--- src/hdl/motion_fault_consts.svh ---
`ifndef MOTION_FAULT_CONSTS_SVH
`define MOTION_FAULT_CONSTS_SVH

// ----------------------------------------------------------------------------
// Widths and reset values
// ----------------------------------------------------------------------------
`define MFP_NUM_AXES      8
`define MFP_POS_W         32
`define MFP_SYNC_STAGES   3
`define MFP_PERMIT_RST    1'b0

`endif

--- src/hdl/motion_fault_pkg.sv ---
// ----------------------------------------------------------------------------
// Types shared by the protection block
// ----------------------------------------------------------------------------
`default_nettype none
package motion_fault_pkg;

    // Per-axis servo state, one-hot.
    typedef enum logic [2:0] {
        AX_OFF   = 3'b001,
        AX_SERVO = 3'b010,
        AX_HOLD  = 3'b100
    } axis_state_t;

endpackage : motion_fault_pkg
`default_nettype wire

--- src/hdl/motion_fault_protection.sv ---
// Function
// - Motor-off command drops that axis's amplifier permit.
// - Following error beyond the limit drops that axis's permit.
// - Abort with fault-disable set drops that axis's permit.
// - Watchdog trip drops every permit; reset drives every permit low, which drops them in the default polarity only.
// - Each axis has its own permit; axis faults affect only that axis.
// - Permit is active high by default; polarity can be set active low.
// - Fault output low and error light on while any error exists.
// - Global abort low ends all commanded motion at once, no ramp.
// - Abort with fault-disable set disables amplifier; motor coasts.
// - Abort without fault-disable stops and holds position under servo.
// - Abort halts program by default; a config bit disables the halt.
// - Selective abort mode gives each axis its own abort input.
// - Selective abort acts like global abort but only on its axis.
// - Following error is command minus encoder; fault when magnitude exceeds limit.
`timescale 1ns/10ps
`default_nettype none
`include "motion_fault_consts.svh"

module motion_fault_protection #(
    parameter int N = `MFP_NUM_AXES,
    parameter int PW = `MFP_POS_W
) (
    // Clock and reset.
    input  wire logic            CLK_I,
    input  wire logic            ARST_N_I,
    // Commands from the servo processor, one-cycle pulses; motor-off and servo-here are per axis.
    input  wire logic [N-1:0]    MOTOR_OFF_I,
    input  wire logic [N-1:0]    SERVO_HERE_I,
    input  wire logic            ABORT_CMD_I,
    input  wire logic            WATCHDOG_TRIP_I,
    // Configuration levels.
    input  wire logic [N-1:0]    DISABLE_ON_FAULT_MODE_ONE_I,
    input  wire logic            PERMIT_ACTIVE_HIGH_I,
    input  wire logic            ABORT_HALT_DISABLE_I,
    input  wire logic            SELECTIVE_ABORT_EN_I,
    // Positions and limits, packed per axis.
    input  wire logic [N*PW-1:0] CMD_POS_I,
    input  wire logic [N*PW-1:0] ENC_POS_I,
    input  wire logic [N*PW-1:0] FOLLOWING_LIMIT_VALUE_I,
    // Pins from outside, active low.
    input  wire logic            ABORT_N_I,
    input  wire logic [N-1:0]    SEL_ABORT_N_I,
    // Amplifier permits and status.
    output logic      [N-1:0]    AMP_DRIVE_PERMIT_O,
    output logic      [N-1:0]    AXIS_HOLD_O,
    output logic      [N-1:0]    FOLLOW_FAULT_O,
    output logic                 MOTION_STOP_O,
    output logic                 PROGRAM_HALT_O,
    output logic                 FAULT_N_O,
    output logic                 ERROR_LED_O
);

    // ------------------------------------------------------------------------
    // Input synchronisation
    // ------------------------------------------------------------------------
    logic         abort_lvl_n;
    logic [N-1:0] sel_lvl_n;

    // Global abort pin.
    input_sync3 #(.W(1), .RST(1'b1)) u_sync_abort (
        .clk_i    (CLK_I),
        .arst_n_i (ARST_N_I),
        .async_i  (ABORT_N_I),
        .level_o  (abort_lvl_n)
    );

    // Selective abort pins.
    input_sync3 #(.W(N), .RST({N{1'b1}})) u_sync_sel (
        .clk_i    (CLK_I),
        .arst_n_i (ARST_N_I),
        .async_i  (SEL_ABORT_N_I),
        .level_o  (sel_lvl_n)
    );

    // ------------------------------------------------------------------------
    // Per-axis fault evaluation
    // ------------------------------------------------------------------------
    logic [N-1:0] ferr;
    logic [N-1:0] ax_abort;
    logic         glob_abort;

    // Global abort pin level or abort command pulse.
    assign glob_abort = !abort_lvl_n || ABORT_CMD_I;

    genvar g;
    generate
        for (g = 0; g < N; g++) begin : g_axis
            logic signed [PW:0] diff;
            logic        [PW:0] mag;
            // Following error as command minus encoder, sign-extended.
            assign diff = {CMD_POS_I[g*PW+PW-1], CMD_POS_I[g*PW +: PW]}
                        - {ENC_POS_I[g*PW+PW-1], ENC_POS_I[g*PW +: PW]};
            assign mag  = diff[PW] ? (PW+1)'(-diff) : diff;
            // Fault when magnitude exceeds the limit.
            assign ferr[g] = mag > {1'b0, FOLLOWING_LIMIT_VALUE_I[g*PW +: PW]};
            // Selective pin acts on its own axis only.
            assign ax_abort[g] = glob_abort || (SELECTIVE_ABORT_EN_I && !sel_lvl_n[g]);
        end
    endgenerate

    // ------------------------------------------------------------------------
    // Axis state machines
    // ------------------------------------------------------------------------
    motion_fault_pkg::axis_state_t st_q [N];
    motion_fault_pkg::axis_state_t st_d [N];
    logic [N-1:0] permit_d, permit_q, hold_d, hold_q, ff_d, ff_q;
    logic         stop_d, stop_q, halt_d, halt_q, fault_n_d, fault_n_q;
    logic         led_d, led_q;

    // Next axis states; each axis decides from its own conditions.
    always_comb begin
        for (int i = 0; i < N; i++) begin
            st_d[i] = st_q[i];
            case (st_q[i])
                motion_fault_pkg::AX_OFF: begin
                    if (SERVO_HERE_I[i] && !WATCHDOG_TRIP_I && !ferr[i]) begin
                        st_d[i] = motion_fault_pkg::AX_SERVO;
                    end
                end
                motion_fault_pkg::AX_SERVO, motion_fault_pkg::AX_HOLD: begin
                    if (ax_abort[i] && !DISABLE_ON_FAULT_MODE_ONE_I[i]) begin
                        st_d[i] = motion_fault_pkg::AX_HOLD;
                    end else if (st_q[i] == motion_fault_pkg::AX_HOLD && SERVO_HERE_I[i]) begin
                        st_d[i] = motion_fault_pkg::AX_SERVO;
                    end
                end
                default: st_d[i] = motion_fault_pkg::AX_OFF;
            endcase
            // Disabling conditions override everything.
            if (MOTOR_OFF_I[i] || ferr[i] || WATCHDOG_TRIP_I
                || (ax_abort[i] && DISABLE_ON_FAULT_MODE_ONE_I[i])) begin
                st_d[i] = motion_fault_pkg::AX_OFF;
            end
        end
    end

    // Output next values.
    always_comb begin
        for (int i = 0; i < N; i++) begin
            // Polarity applied to the active level.
            permit_d[i] = (st_d[i] != motion_fault_pkg::AX_OFF) ~^ PERMIT_ACTIVE_HIGH_I;
            hold_d[i]   = (st_d[i] == motion_fault_pkg::AX_HOLD);
        end
        ff_d      = ferr;
        stop_d    = glob_abort;
        halt_d    = glob_abort && !ABORT_HALT_DISABLE_I;
        fault_n_d = !(|ferr || |ax_abort || WATCHDOG_TRIP_I);
        led_d     = !fault_n_d;
    end

    // Registers; reset leaves all permits inactive in the default polarity.
    always_ff @(posedge CLK_I or negedge ARST_N_I) begin
        if (!ARST_N_I) begin
            for (int i = 0; i < N; i++) begin
                st_q[i] <= motion_fault_pkg::AX_OFF;
            end
            permit_q  <= {N{`MFP_PERMIT_RST}};
            hold_q    <= '0;
            ff_q      <= '0;
            stop_q    <= 1'b0;
            halt_q    <= 1'b0;
            fault_n_q <= 1'b1;
            led_q     <= 1'b0;
        end else begin
            st_q      <= st_d;
            permit_q  <= permit_d;
            hold_q    <= hold_d;
            ff_q      <= ff_d;
            stop_q    <= stop_d;
            halt_q    <= halt_d;
            fault_n_q <= fault_n_d;
            led_q     <= led_d;
        end
    end

    assign AMP_DRIVE_PERMIT_O = permit_q;
    assign AXIS_HOLD_O        = hold_q;
    assign FOLLOW_FAULT_O     = ff_q;
    assign MOTION_STOP_O      = stop_q;
    assign PROGRAM_HALT_O     = halt_q;
    assign FAULT_N_O          = fault_n_q;
    assign ERROR_LED_O        = led_q;
endmodule : motion_fault_protection

`default_nettype wire

--- src/hdl/input_sync3.sv ---
`timescale 1ns/10ps
`default_nettype none

// ----------------------------------------------------------------------------
// Three-stage synchroniser with agreement filter
// ----------------------------------------------------------------------------
module input_sync3 #(
    parameter int W   = 1,
    parameter logic [W-1:0] RST = '1
) (
    // Clock and reset.
    input  wire logic         clk_i,
    input  wire logic         arst_n_i,
    // Raw and filtered levels.
    input  wire logic [W-1:0] async_i,
    output logic      [W-1:0] level_o
);

    logic [W-1:0] s1_q, s2_q, s3_q, lvl_q;
    logic [W-1:0] s1_d, s2_d, s3_d, lvl_d;

    // Next stage values; a change counts once stages two and three agree.
    always_comb begin
        s1_d  = async_i;
        s2_d  = s1_q;
        s3_d  = s2_q;
        lvl_d = lvl_q;
        for (int i = 0; i < W; i++) begin
            if (s2_q[i] == s3_q[i]) begin
                lvl_d[i] = s3_q[i];
            end
        end
    end

    // Stage registers.
    always_ff @(posedge clk_i or negedge arst_n_i) begin
        if (!arst_n_i) begin
            s1_q  <= RST;
            s2_q  <= RST;
            s3_q  <= RST;
            lvl_q <= RST;
        end else begin
            s1_q  <= s1_d;
            s2_q  <= s2_d;
            s3_q  <= s3_d;
            lvl_q <= lvl_d;
        end
    end

    assign level_o = lvl_q;

endmodule : input_sync3

`default_nettype wire

--- config.mk ---
export PLATFORM = sky130hd
export DESIGN_NAME = motion_fault_protection
export DESIGN_NICKNAME = d
export VERILOG_FILES = /design/src/hdl/motion_fault_pkg.sv /design/src/hdl/motion_fault_protection.sv /design/src/hdl/input_sync3.sv
export VERILOG_INCLUDE_DIRS = /design/src /design/src/hdl
export SDC_FILE = /design/constraint.sdc
export NUM_CORES = 1
export LEC_CHECK = 0
export BUFFER_PORTS_ARGS = -buffer_cell sky130_fd_sc_hd__buf_2
export CORE_UTILIZATION = 25
export CTS_CLUSTER_SIZE = 16
export DETAILED_ROUTE_END_ITERATION = 12
export PLACE_DENSITY = 0.48
export REMOVE_ABC_BUFFERS = 1
export SYNTH_ARGS = -nofsm -noshare
export SYNTH_HDL_FRONTEND = slang
export SYNTH_SLANG_ARGS = --single-unit
--- constraint.sdc ---
create_clock -name CLK_I -period 2.4 [get_ports CLK_I]
set_input_delay 0.36 -clock CLK_I [delete_from_list [all_inputs] [get_ports CLK_I]]
set_output_delay 0.36 -clock CLK_I [all_outputs]
set_load 0.05 [all_outputs]
==> tab_implementation.tex <==
\begin{tabular}{lr}
\hline
Metric & Value \\
\hline
\multicolumn{2}{l}{\textbf{Yosys}} \\
Area share of the largest cell type after synthesis & 19.9\% \\
Most numerous cell types in the synthesized netlist & 596 x sky130\_fd\_sc\_hd\_\_inv\_1, 520 x sky130\_fd\_sc\_hd\_\_ha\_1, 415 x sky130\_fd\_sc\_hd\_\_a21oi\_1 \\
Synth async-reset ratio & 100\% \\
Number of distinct library cell variants in the gate-level netlist after synthesis & 105 \\
Flip-flop and latch count after synthesis & 88 \\
EDFF count, synth & 0 \\
Ys flop type & sky130\_fd\_sc\_hd\_\_dfstp\_2 \\
Synth Cell Area & 32700 um2 \\
Cell type with the highest aggregate area in the netlist & sky130\_fd\_sc\_hd\_\_ha\_1 \\
Post-synthesis cell count & about 4800 \\
Most area-consuming cells after synthesis & sky130\_fd\_sc\_hd\_\_ha\_1 20\%, sky130\_fd\_sc\_hd\_\_xnor2\_1 7.0\%, sky130\_fd\_sc\_hd\_\_inv\_1 6.8\% \\
Share of synthesized area occupied by flip-flops and latches & 6.90\% \\
YS warnings & 0 \\
Avg Synthesized Cell Area & 6.89 um2 \\
Most frequent cell after synthesis & sky130\_fd\_sc\_hd\_\_inv\_1 \\
\multicolumn{2}{l}{\textbf{Power}} \\
Power density over the cells & between 400 and 500 nW/um2 \\
Leakage dissipation & between 20 and 30 nW \\
Worst voltage drop across the vdd grid & 0.304 mV \\
\multicolumn{2}{l}{\textbf{Clock tree}} \\
Inserted Clock Buffers & 9 \\
Max Buffers Root-to-Sink & 2 \\
Clock-pin slew on the worst setup and hold paths & 0.08 ns \\
Depth of the CTS H-tree & 3 \\
TritonCTS clock tree & built \\
Root buffer selected by CTS & sky130\_fd\_sc\_hd\_\_clkbuf\_16 \\
Sink Count & 88 \\
Clock latency on the worst-skew pair & 0.39 ns \\
\multicolumn{2}{l}{\textbf{Worst hold path}} \\
Cell count of the worst hold path & 1 \\
Hold endpoint & u\_sync\_sel.s1\_q[6] \\
Worst min path class & in2reg \\
Hold Crit Start & SEL\_ABORT\_N\_I[6] \\
\multicolumn{2}{l}{\textbf{Global route}} \\
Antenna violations before repair & 75 \\
Global-route wire length before repair & 240 mm \\
Total congestion overflow after global routing & 0 \\
Largest net degree at the start of global routing & 38 \\
Global-route usage over all layers & between 20\% and 30\% \\
Via count of the first global-routing pass & 43500 \\
\multicolumn{2}{l}{\textbf{Route}} \\
Wire length reported by the detailed router & 160 mm \\
DRT Pass-1 Iters & 7 \\
ANT nets after route & 0 \\
Average via count per standard cell & 4.86 \\
Iteration-0 DRC Markers & 2115 \\
Per-cell routed wire length & about 18 um \\
Detailed-route DRC error count & 0 \\
Overall via count from detail\_route & 43400 \\
\multicolumn{2}{l}{\textbf{Timing}} \\
Slew of the pin with the lowest slew margin & 0.684 ns \\
Setup\_tns & -128.70 ns \\
Final setup violation count & 50 \\
Number of hold-slack violations in the final timing report & 0 \\
Worst clock skew on the final layout & 0.0132 ns \\
Max-slew violation count & 0 \\
Upper clock frequency limit & 190 MHz \\
Final setup slack of the worst path & -2.88 ns \\
Unrepaired setup endpoints after global routing & yes \\
Remaining max-slew budget at the tightest pin & 53.9\% \\
Shortest clock period the worst path allows after layout & 5.28 ns \\
Share of the clock period used by the worst path & 220\% \\
\multicolumn{2}{l}{\textbf{Floorplanning}} \\
Io pins & 836 \\
Number of placement rows & 132 \\
Total core area & 130000 um2 \\
Height of the die & 364 um \\
Die area & 132000 um2 \\
Effective utilization at floorplan & about a quarter \\
Die extent in x & 364 um \\
\multicolumn{2}{l}{\textbf{Layout}} \\
Share of cells above drive strength 1 & 43.3\% \\
Final non-filler cell total & 8932 \\
Final net count & 8497 \\
Relative area change from synthesis to final layout & 67.9\% \\
Final cell utilization of the core & $\sim$42\% \\
\multicolumn{2}{l}{\textbf{Flow run}} \\
Maxcap violations & 0 \\
\multicolumn{2}{l}{\textbf{Worst setup path}} \\
Type of origin of the critical path & primary input \\
Setup slack, reg-to-reg & 0.07 ns \\
Class of the most critical setup path & in2reg \\
Start point of the critical path & CMD\_POS\_I[39] \\
Maximum fanout along the worst path & 7 \\
Worst endpoint required time & 2.65 ns \\
R2R Path Start & u\_sync\_abort.level\_o \\
Number of cells traversed by the worst register-to-register path & 6 \\
Capture instance of the worst register-to-register path & AMP\_DRIVE\_PERMIT\_O[4] \\
Type of destination of the critical path & flop \\
Worst path arrival time & 5.53 ns \\
\multicolumn{2}{l}{\textbf{Placed design}} \\
Detailed placement HPWL & between 100 and 150 mm \\
Cell count after placement & 8782 \\
Count of input and output buffers & between 800 and 900 \\
Routability congestion estimate & 0.950 \\
\multicolumn{2}{l}{\textbf{Run status}} \\
Run status & complete, but fails checks \\
Violated checks & negative setup slack \\
\hline
\end{tabular}
[worst max-delay path, stage by stage]
cell and delay, ns:
sky130_fd_sc_hd__buf_2 0.10, sky130_fd_sc_hd__ha_1 0.42, sky130_fd_sc_hd__a21oi_2 0.22, sky130_fd_sc_hd__buf_4 0.13, sky130_fd_sc_hd__o211ai_1 0.11, sky130_fd_sc_hd__a2111oi_1 0.50
sky130_fd_sc_hd__buf_4 0.20, sky130_fd_sc_hd__a21oi_1 0.07, sky130_fd_sc_hd__xnor2_1 0.28, sky130_fd_sc_hd__o211a_1 0.23, sky130_fd_sc_hd__and2_1 0.22, sky130_fd_sc_hd__and4_2 0.29
sky130_fd_sc_hd__a21oi_1 0.09, sky130_fd_sc_hd__xnor2_1 0.14, sky130_fd_sc_hd__ha_1 0.18, sky130_fd_sc_hd__a21o_1 0.17, sky130_fd_sc_hd__a21o_1 0.16, sky130_fd_sc_hd__a21oi_2 0.14
sky130_fd_sc_hd__or3b_4 0.38, sky130_fd_sc_hd__a211o_1 0.28, sky130_fd_sc_hd__o21ai_2 0.18, sky130_fd_sc_hd__o41ai_4 0.13, sky130_fd_sc_hd__or3_4 0.40, sky130_fd_sc_hd__xor2_2 0.14
[flip-flops by register name, summed over array words and instances (netlist names)]
register	cells
u_sync_sel.s2_q	8
u_sync_abort.s1_q	1
AXIS_HOLD_O	8
u_sync_sel.s1_q	8
u_sync_sel.s3_q	8
FAULT_N_O	1
FOLLOW_FAULT_O	8
st_q	24
MOTION_STOP_O	1
u_sync_sel.level_o	8
u_sync_abort.s2_q	1
ERROR_LED_O	1
AMP_DRIVE_PERMIT_O	8
u_sync_abort.level_o	1
PROGRAM_HALT_O	1
u_sync_abort.s3_q	1
[area by class of cell]
type                    instances  area, um2
diodes                         24       60.1
clock buffers                   9        225
clock inverters                 7       81.3
fillers                     13500      74700
inverters                     596       2260
multi-input cells            3930      30400
flip-flops and latches         88       2260
well taps                    1742       2180
repair buffers               2536      17500
[worst max-delay path by stage]
stage | slack (ns) | cells after the start | to
after floorplan | -3.74 | 25 | AMP_DRIVE_PERMIT_O[4]
after global placement | -3.94 | 25 | AMP_DRIVE_PERMIT_O[3]
after detailed placement | -3.97 | 25 | AMP_DRIVE_PERMIT_O[3]
after CTS | -2.97 | 25 | AMP_DRIVE_PERMIT_O[3]
after global routing | -3.12 | 23 | AMP_DRIVE_PERMIT_O[1]
final | -2.88 | 24 | AMP_DRIVE_PERMIT_O[1]
[logic make-up after synthesis]
logic type      synth area share [%]
fa+ha+maj                       20.6
xor+xnor                        11.3
mux                            0.856
simple gates                    23.2
compound gates                  28.7
buf+inv                         8.49
flops                           6.90
[metrics by stage]
| step | hold slack [ns] | area (um2) | setup slack [ns] | total power [mW] |
|---|---|---|---|---|
| 2_1_floorplan | 0.0644 | 32200 | -3.74 | 11.4 |
| 3_3_place_gp | 0.330 | 50700 | -3.94 | 19.6 |
| 3_5_place_dp | 0.330 | 50700 | -3.97 | 19.9 |
| 4_1_cts | 0.0429 | 53800 | -2.97 | 22.9 |
| 5_1_grt | 0.0474 | 54900 | -3.12 | 25.5 |
| 6_report | 0.0706 | 54900 | -2.88 | 23.4 |
[layout by cell type, fill, tap and decap left out, types with 55 or more instances in the layout]
| master | instances |
|---|---|
| sky130_fd_sc_hd__o21ai_1 | 57 |
| sky130_fd_sc_hd__nor3_1 | 76 |
| sky130_fd_sc_hd__a21oi_2 | 55 |
| sky130_fd_sc_hd__o21a_1 | 59 |
| sky130_fd_sc_hd__nor2b_1 | 55 |
| sky130_fd_sc_hd__ha_1 | 483 |
| sky130_fd_sc_hd__o211ai_1 | 60 |
| sky130_fd_sc_hd__nand4_1 | 125 |
| sky130_fd_sc_hd__buf_2 | 813 |
| sky130_fd_sc_hd__a21oi_1 | 359 |
| sky130_fd_sc_hd__nand3_1 | 77 |
| sky130_fd_sc_hd__buf_4 | 1650 |
| sky130_fd_sc_hd__xor2_1 | 152 |
| sky130_fd_sc_hd__o21ai_0 | 253 |
| sky130_fd_sc_hd__nand2_1 | 355 |
| sky130_fd_sc_hd__nor2_1 | 339 |
| sky130_fd_sc_hd__xnor2_1 | 255 |
| sky130_fd_sc_hd__inv_1 | 581 |
| sky130_fd_sc_hd__a21o_1 | 146 |
[per-layer routing]
layer,routed length (um),GRT usage (%),share of wire (%),vias up
met2,78300,41.9,49,1020
met4,4900,6.68,3.1,28
met3,7560,2.52,4.7,249
li1,-,-,-,21900
met1,68700,28.5,43,20200
met5,186,0,0.12,-
[what timing repair did]
action                     in CTS  in global routing
setup endpoints to repair      50                 50
pin swaps                     265                141
hold endpoints to repair       20                  0
cloned                          1                  0
gates resized for setup       464                208
hold buffers                    1                  0
setup buffers                  83                 34
[report_power, final]
part | internal [mW] | total, mW | switching [mW]
registers | 1.65 | 1.76 | 0.103
clock network | 0.748 | 1.55 | 0.803
logic | 10.1 | 20.1 | 9.91
total | 12.5 | 23.4 | 10.8
(Power assumes the default switching activity.)
